--- src/pirc_regs.vh ---
`ifndef PIRC_REGS_VH
`define PIRC_REGS_VH
// ----------------------------------------
// register indices (byte address = 4 x index)
// ----------------------------------------
`define PIRC_IDX_FLAGS      8'h0c
`define PIRC_IDX_ENABLES    8'h8c
`define PIRC_IDX_POWER      8'h8e
`define PIRC_IDX_INTCTL     8'h8b
// ----------------------------------------
// field positions
// ----------------------------------------
`define PIRC_BIT_OVF        0
`define PIRC_BIT_CAP        1
`define PIRC_BIT_PCHG       2
`define PIRC_BIT_SER        3
`define PIRC_BIT_PB         4
`define PIRC_BIT_CMP        7
`define PIRC_BIT_LVD        0
`define PIRC_BIT_POR        1
`define PIRC_BIT_RSVD       7
`define PIRC_BIT_PERIPHERAL_GLOBAL_ENABLE       6
`define PIRC_BIT_GIE        7
// ----------------------------------------
// masks and reset values
// ----------------------------------------
`define PIRC_IRQ_MASK       8'h9f
`define PIRC_POWER_MASK     8'h83
`define PIRC_INTCTL_MASK    8'hc0
`define PIRC_RESET_ZERO     8'h00
`define PIRC_IDX_LSB        2
`endif

--- src/pirc_top.v ---
`timescale 1ns/1ps
`include "pirc_regs.vh"

// Overview of operation
// - enable register at 8Ch, eight bits, zero after power-on reset.
// - flag register at 0Ch, zero after power-on; bit 7 comparator, bit 0 overflow.
// - bits 6 and 5 of flags and enables read zero, ignore writes.
// - counter overflow sets bit 0; requests only with enable bit 0.
// - capture event sets bit 1; requests only with enable bit 1.
// - any level change on port c pins 7..4 sets bit 2, gated by enable 2.
// - serial transfer completion sets bit 3, gated by enable 3.
// - pushbutton sets bit 4 by enable 4; never in high-speed crystal mode.
// - comparator trip sets bit 7, level-sensitive, gated by enable 7.
// - flags set regardless of own enable or global enable.
// - hardware never clears a flag; software writes zero to clear.
// - peripheral requests suppressed unless peripheral enable bit 6 set.
// - power control register at 8Eh: power-on and low-voltage flags, reserved bit 7.
// - power-on reset clears power-on flag; other resets leave it.
// - low-voltage detection clears low-voltage flag.
// - low-voltage flag is undefined after power-on reset.
// - peripheral enable one passes unmasked requests, zero blocks all.
// - global enable zero blocks every request to the core.
module pirc_top (
    input  wire        clock,
    input  wire        nrst,
    input  wire        por_n,
    input  wire [9:0]  avs_address,
    input  wire        avs_read,
    input  wire        avs_write,
    input  wire [31:0] avs_writedata,
    input  wire [3:0]  avs_byteenable,
    output reg  [31:0] avs_readdata,
    output wire        avs_waitrequest,
    input  wire        counter_overflow_event,
    input  wire        capture_event,
    input  wire [3:0]  port_c_upper_pins,
    input  wire        serial_done_event,
    input  wire        pushbutton_input,
    input  wire        high_speed_crystal_mode,
    input  wire        comparator_trip,
    input  wire        low_voltage_detect,
    output reg         core_irq
);
    // ----------------------------------------
    // registers
    // ----------------------------------------
    reg  [7:0] peripheral_irq_flags_reg;
    reg  [7:0] peripheral_irq_flags_next;
    reg  [7:0] peripheral_irq_enables_reg;
    reg  [7:0] interrupt_control_reg;
    reg        power_on_flag_reg;
    reg        low_voltage_flag_reg;
    reg        reserved_bit_reg;
    reg        ack_reg;
    reg  [7:0] rd_byte;
    wire [7:0] reg_index;
    wire       wr_low;
    wire [7:0] wdat;

    // ----------------------------------------
    // pin synchronisers and edge detection
    // ----------------------------------------
    wire [3:0] pc_sync;
    wire [3:0] pc_change;
    wire [2:0] misc_sync;
    wire [2:0] misc_rise;
    wire       cmp_sync;
    wire       lvd_sync;
    wire       hs_sync;

    pirc_sync #(.WIDTH(6)) u_sync (
        .clock    (clock),
        .nrst     (nrst),
        .async_in ({pushbutton_input, comparator_trip, low_voltage_detect,
                    port_c_upper_pins[3:1]}),
        .sync_out ({misc_sync, pc_sync[3:1]})
    );

    pirc_sync #(.WIDTH(1)) u_sync_pc0 (
        .clock    (clock),
        .nrst     (nrst),
        .async_in (port_c_upper_pins[0]),
        .sync_out (pc_sync[0])
    );

    assign cmp_sync = misc_sync[1];
    assign lvd_sync = misc_sync[0];

    pirc_sync #(.WIDTH(1)) u_sync_hs (
        .clock    (clock),
        .nrst     (nrst),
        .async_in (high_speed_crystal_mode),
        .sync_out (hs_sync)
    );

    pirc_edge #(.WIDTH(4)) u_pc_edge (
        .clock      (clock),
        .nrst       (nrst),
        .level_in   (pc_sync),
        .rise_out   (),
        .change_out (pc_change)
    );

    // mode level has its own two-stage chain, as deep as the pushbutton path, so both arrive in the same cycle
    pirc_edge #(.WIDTH(3)) u_misc_edge (
        .clock      (clock),
        .nrst       (nrst),
        .level_in   (misc_sync),
        .rise_out   (misc_rise),
        .change_out ()
    );

    // ----------------------------------------
    // bus decode: one wait state, then ack
    // ----------------------------------------
    assign reg_index       = avs_address[9:2];
    assign wr_low          = avs_write & avs_byteenable[0] & ack_reg;
    assign wdat            = avs_writedata[7:0];
    assign avs_waitrequest = (avs_read | avs_write) & ~ack_reg;

    function is_idx;
        input [7:0] idx;
        input [7:0] want;
        begin
            is_idx = (idx == want);
        end
    endfunction

    always @(posedge clock) begin
        if (!nrst)
            ack_reg <= 1'b0;
        else
            ack_reg <= (avs_read | avs_write) & ~ack_reg;
    end

    // ----------------------------------------
    // flag register: set wins over clear
    // ----------------------------------------
    always @* begin
        peripheral_irq_flags_next = peripheral_irq_flags_reg;
        if (wr_low && is_idx(reg_index, `PIRC_IDX_FLAGS))
            peripheral_irq_flags_next = wdat & `PIRC_IRQ_MASK;
        // events set regardless of any enable
        if (counter_overflow_event)
            peripheral_irq_flags_next[`PIRC_BIT_OVF] = 1'b1;
        if (capture_event)
            peripheral_irq_flags_next[`PIRC_BIT_CAP] = 1'b1;
        if (|pc_change)
            peripheral_irq_flags_next[`PIRC_BIT_PCHG] = 1'b1;
        if (serial_done_event)
            peripheral_irq_flags_next[`PIRC_BIT_SER] = 1'b1;
        if (misc_rise[2] && !hs_sync)
            peripheral_irq_flags_next[`PIRC_BIT_PB] = 1'b1;
        // level-sensitive: held set while trip persists
        if (cmp_sync)
            peripheral_irq_flags_next[`PIRC_BIT_CMP] = 1'b1;
    end

    always @(posedge clock) begin
        if (!nrst) begin
            peripheral_irq_flags_reg   <= `PIRC_RESET_ZERO;
            peripheral_irq_enables_reg <= `PIRC_RESET_ZERO;
            interrupt_control_reg      <= `PIRC_RESET_ZERO;
        end else begin
            peripheral_irq_flags_reg <= peripheral_irq_flags_next & `PIRC_IRQ_MASK;
            if (wr_low && is_idx(reg_index, `PIRC_IDX_ENABLES))
                peripheral_irq_enables_reg <= wdat & `PIRC_IRQ_MASK;
            if (wr_low && is_idx(reg_index, `PIRC_IDX_INTCTL))
                interrupt_control_reg <= wdat & `PIRC_INTCTL_MASK;
        end
    end

    // ----------------------------------------
    // power control: survives non-power-on resets
    // ----------------------------------------
    // por_n is the only reset that clears the power-on flag; nrst alone
    // stands for watchdog or pin resets and leaves it alone
    always @(posedge clock) begin
        if (!por_n) begin
            power_on_flag_reg <= 1'b0;
            reserved_bit_reg  <= 1'b0;
        end else if (wr_low && is_idx(reg_index, `PIRC_IDX_POWER)) begin
            power_on_flag_reg <= wdat[`PIRC_BIT_POR];
            reserved_bit_reg  <= wdat[`PIRC_BIT_RSVD];
        end
    end

    // no reset branch: value after power-on is left undefined
    always @(posedge clock) begin
        if (lvd_sync)
            low_voltage_flag_reg <= 1'b0;
        else if (wr_low && is_idx(reg_index, `PIRC_IDX_POWER))
            low_voltage_flag_reg <= wdat[`PIRC_BIT_LVD];
    end

    // ----------------------------------------
    // read mux
    // ----------------------------------------
    always @* begin
        rd_byte = `PIRC_RESET_ZERO;
        case (reg_index)
            `PIRC_IDX_FLAGS:   rd_byte = peripheral_irq_flags_reg;
            `PIRC_IDX_ENABLES: rd_byte = peripheral_irq_enables_reg;
            `PIRC_IDX_INTCTL:  rd_byte = interrupt_control_reg;
            `PIRC_IDX_POWER: begin
                rd_byte[`PIRC_BIT_LVD]  = low_voltage_flag_reg;
                rd_byte[`PIRC_BIT_POR]  = power_on_flag_reg;
                rd_byte[`PIRC_BIT_RSVD] = reserved_bit_reg;
            end
            default:           rd_byte = `PIRC_RESET_ZERO;
        endcase
    end

    always @(posedge clock) begin
        if (!nrst)
            avs_readdata <= 32'h0000_0000;
        else if (avs_read && !ack_reg)
            avs_readdata <= {24'h00_0000, rd_byte};
    end

    // ----------------------------------------
    // core request
    // ----------------------------------------
    always @(posedge clock) begin
        if (!nrst)
            core_irq <= 1'b0;
        else
            core_irq <= (|(peripheral_irq_flags_reg & peripheral_irq_enables_reg))
                        & interrupt_control_reg[`PIRC_BIT_PERIPHERAL_GLOBAL_ENABLE]
                        & interrupt_control_reg[`PIRC_BIT_GIE];
    end
endmodule

--- src/pirc_sync.v ---
`timescale 1ns/1ps
// ----------------------------------------
// two-stage synchroniser, width parameter
// ----------------------------------------
module pirc_sync #(
    parameter WIDTH = 1
) (
    input  wire             clock,
    input  wire             nrst,
    input  wire [WIDTH-1:0] async_in,
    output reg  [WIDTH-1:0] sync_out
);
    reg [WIDTH-1:0] meta_reg;

    always @(posedge clock) begin
        if (!nrst) begin
            meta_reg <= {WIDTH{1'b0}};
            sync_out <= {WIDTH{1'b0}};
        end else begin
            meta_reg <= async_in;
            sync_out <= meta_reg;
        end
    end
endmodule

--- src/pirc_edge.v ---
`timescale 1ns/1ps
// ----------------------------------------
// change detector on synchronised levels
// ----------------------------------------
module pirc_edge #(
    parameter WIDTH = 1
) (
    input  wire             clock,
    input  wire             nrst,
    input  wire [WIDTH-1:0] level_in,
    output wire [WIDTH-1:0] rise_out,
    output wire [WIDTH-1:0] change_out
);
    reg [WIDTH-1:0] last_reg;
    reg             armed_reg;

    // no change reported on the first cycle out of reset
    always @(posedge clock) begin
        if (!nrst) begin
            last_reg  <= {WIDTH{1'b0}};
            armed_reg <= 1'b0;
        end else begin
            last_reg  <= level_in;
            armed_reg <= 1'b1;
        end
    end

    assign rise_out   = level_in & ~last_reg & {WIDTH{armed_reg}};
    assign change_out = (level_in ^ last_reg) & {WIDTH{armed_reg}};
endmodule

--- config.mk ---
export PLATFORM = sky130hd
export DESIGN_NAME = pirc_top
export DESIGN_NICKNAME = d
export VERILOG_FILES = /design/src/pirc_top.v /design/src/pirc_sync.v /design/src/pirc_edge.v
export VERILOG_INCLUDE_DIRS = /design/src /design/src/src
export SDC_FILE = /design/constraint.sdc
export NUM_CORES = 1
export LEC_CHECK = 0
export BUFFER_PORTS_ARGS = -buffer_cell sky130_fd_sc_hd__clkbuf_2
export CORE_ASPECT_RATIO = 0.7
export CORE_MARGIN = 10
export CORE_UTILIZATION = 47
export DETAILED_ROUTE_END_ITERATION = 6
export GPL_TIMING_DRIVEN = 0
export PLACE_DENSITY = 0.8
export SLEW_MARGIN = 10
export SYNTH_ARGS = -nofsm -noshare
export SYNTH_HDL_FRONTEND = slang
export SYNTH_SLANG_ARGS = --single-unit
--- constraint.sdc ---
create_clock -name clock -period 2.4 [get_ports clock]
set_input_delay 0.48 -clock clock [delete_from_list [all_inputs] [get_ports clock]]
set_output_delay 0.48 -clock clock [all_outputs]
set_load 0.03 [all_outputs]
==> flow_summary.yaml <==
status:
  status: "completed"
timing:
  max_freq_mhz: 499
  finalCritPeriodShare: 0.835
  fin_setup_tns_ns: 0
  finalSetupViolCount: 0
  tightest_slew_ns: 1.04
  clock_skew_ns: 0.00688
  hold_violations: 0
  rsz0062_at_grt: "false"
  max-slew-margin-rel: 0.297
  fin_crit_ns: 2.00
  drv_slew: 0
worst_setup_path:
  cp_data_required_time_ns: 2.64
  setup.worst_path.end_class: "register"
  startpoint: "avs_address[8]"
  cp_slowest_cell: "nor4b_1"
  rrSetupSlack_ns: 0.47
  path_cells: "clkbuf_2 > nor4b_1 > clkbuf_1 > nand4_1 > a21oi_1"
  critical_path.reg2reg.endpoint: "peripheral_irq_flags_reg[2]$_SDFFE_PN0P_"
  rr_worst_depth: 4
  critical_path_class: "in -> reg"
  critPathLaunchType: "input pin"
  r2r-start: "ack_reg$_SDFF_PN0_"
  path_max_fanout: 10
  cp.arrival_ns: 2.24
  slowest_delay_ns: 0.89
power_and_ir_drop:
  p_leak_nw: 1.11
  p_per_area_nw_per_um2: 636
  max-vdd-ir-drop_v: 0.000438
cts:
  postCtsSetupBuffers: 0
  numCtsBuffers: 5
  clkLatencyLatePin_ns: 0.31
  clk_pin_slew_ns: 0.09
  cts_tree: "yes"
  cts_sinks: 48
  clockBufferDepth: 2
  cts_hold_buf: 0
  clockRootBuffer: "clkbuf_8"
  cts_resized: 0
  htreeDepth: 2
global_route:
  track_usage: 0.134
  antenna_found_initial: 0
  grt-ovfl-total: 0
  grt_pass1_vias: 1710
  grt_max_degree: 16
  grt_pass1_wl_microns: 8510
routing:
  drc: 0
  wire_per_inst_microns: 15.1
  routed_wl_microns: 5350
  vias: 1835
  drt_iter0_markers: 123
  firstDrtPassIters: 4
  drtAntennaViolNets: 0
  via_per_inst: 5.17
die:
  start_util: 0.493
  die_area_sq_um: 7740
  die_w_microns: 101
  die_h_microns: 76.7
  core_sq_um: 4380
  boundaryPins: 96
  rows: 20
min_path:
  whs_endpoint: "u_pc_edge.armed_reg$_DFF_P_"
  min_delay_path_depth: 1
  hp-start: "nrst"
  hold_class: "in -> reg"
synthesis:
  synth_cells: 228
  ys_seq_elements: 48
  synthFlopType: "dfxtp_1"
  synth_edf_count: 0
  ys_seq_area_frac: 0.445
  synth_cell_type_count: 41
  yosys_warnings: 0
  synth_area_sq_um: 2160
  async_flop_share: 0
  postSynthAreaPerCell_sq_um: 9.46
place:
  gp_congestion: 0.922
  dp_hpwl_microns: 4180
  dp_cells: 347
  placed_area_sq_um: 2520
  io_buffers: 40
cells_and_area:
  synthToLayoutAreaGrowth_pct: 22.3
  fin_cells: 355
  drive_gt1_frac: 0.277
  finalInstanceArea_sq_um: 2640
  final_cell_mix: "dfxtp_1 (48), clkbuf_2 (40), buf_4 (25), conb_1 (25), and2_1 (21)"
  largest_register_ffs: 7
  layout_commonest_cell: "dfxtp_1"
  nets: 361
  top_register: "avs_readdata"
  nFillCells: 399
  antenna-diode-count: 0
flow_run:
  maxCapViolCount: 0
==> synth_stat cells (2+ instances only) <==
library cell | count | area share
nand2_1 | 18 | 0.031
nor2_1 | 6 | 0.010
o311a_1 | 4 | 0.019
xnor2_1 | 4 | 0.016
buf_4 | 25 | 0.087
inv_1 | 2 | 0.0035
dfxtp_1 | 48 | 0.45
and2_1 | 21 | 0.061
nand3_1 | 3 | 0.0070
clkbuf_1 | 12 | 0.021
and4b_1 | 2 | 0.0093
mux2_2 | 6 | 0.031
nand3b_1 | 2 | 0.0070
nand2b_1 | 5 | 0.015
a31oi_1 | 3 | 0.0087
a21oi_1 | 11 | 0.026
o31a_1 | 2 | 0.0081
mux2i_1 | 5 | 0.023
o31ai_1 | 10 | 0.035
nand4_1 | 15 | 0.044
nor4_1 | 3 | 0.0087
nor3_1 | 2 | 0.0046
==> routing by layer <==
| layer | track usage | wire length, microns | up-vias |
|---|---|---|---|
| li1 | - | - | 910 |
| met1 | 0.169 | 2350 | 845 |
| met2 | 0.206 | 2390 | 74 |
| met3 | 0.0564 | 551 | 6 |
| met4 | 0.0292 | 61 | 0 |
| met5 | 0 | 0 | - |
==> stage by stage <==
stage               hold slack (ns)  power [mW]   util  setup WS, ns
detailed placement            0.417        1.07  0.575        0.0912
finish                        0.304        1.68  0.602         0.396
global placement              0.417        1.07  0.575        0.0660
floorplan                     0.412        1.01      -         0.402
global route                  0.298        1.74  0.602         0.212
CTS                           0.302        1.68  0.602         0.421
==> where the power goes <==
part / switching (mW) / total (mW) / internal [mW] / leakage, nW
Clock: 0.281 / 0.621 / 0.341 / 0.0614
Combinational: 0.137 / 0.223 / 0.0856 / 0.660
Sequential: 0.0125 / 0.834 / 0.821 / 0.393
==> how the worst max path moves through the flow <==
| stage | to | cells past startpoint |
|---|---|---|
| after floorplan | peripheral_irq_flags_reg[2]$_SDFFE_PN0P_ | 4 |
| after global placement | avs_readdata[4]$_SDFFE_PN0P_ | 5 |
| after detailed placement | avs_readdata[4]$_SDFFE_PN0P_ | 5 |
| after CTS | avs_readdata[4]$_SDFFE_PN0P_ | 5 |
| after global routing | avs_readdata[4]$_SDFFE_PN0P_ | 5 |
| final | avs_readdata[4]$_SDFFE_PN0P_ | 5 |
==> worst max-delay path: cells and delay by family <==
family / cells / cell delay, ns
simple gates: 2 / 1.04
buf+inv: 2 / 0.53
compound gates: 1 / 0.18
==> area by class of cell <==
cell class,count,area (sq um),area share
multi-input combinational,163,1030,0.391
sequential,48,961,0.364
buffer,39,248,0.0939
timing repair buffer,40,200,0.0759
clock buffer,6,82.6,0.0313
tap,55,68.8,0.0261
clock inverter,2,38.8,0.0147
inverter,2,7.51,0.00285
==> logic make-up after synthesis <==
kind of cell	Yosys count	synth area share
other	1	0.00174
and+or+nand+nor	86	0.241
AOI/OAI and AO/OA	37	0.122
buffers and inverters	41	0.118
muxes	11	0.0545
xor gates and xnor gates	4	0.0162
DFF	48	0.445
Note: power is estimated with default switching activity, not from simulation.
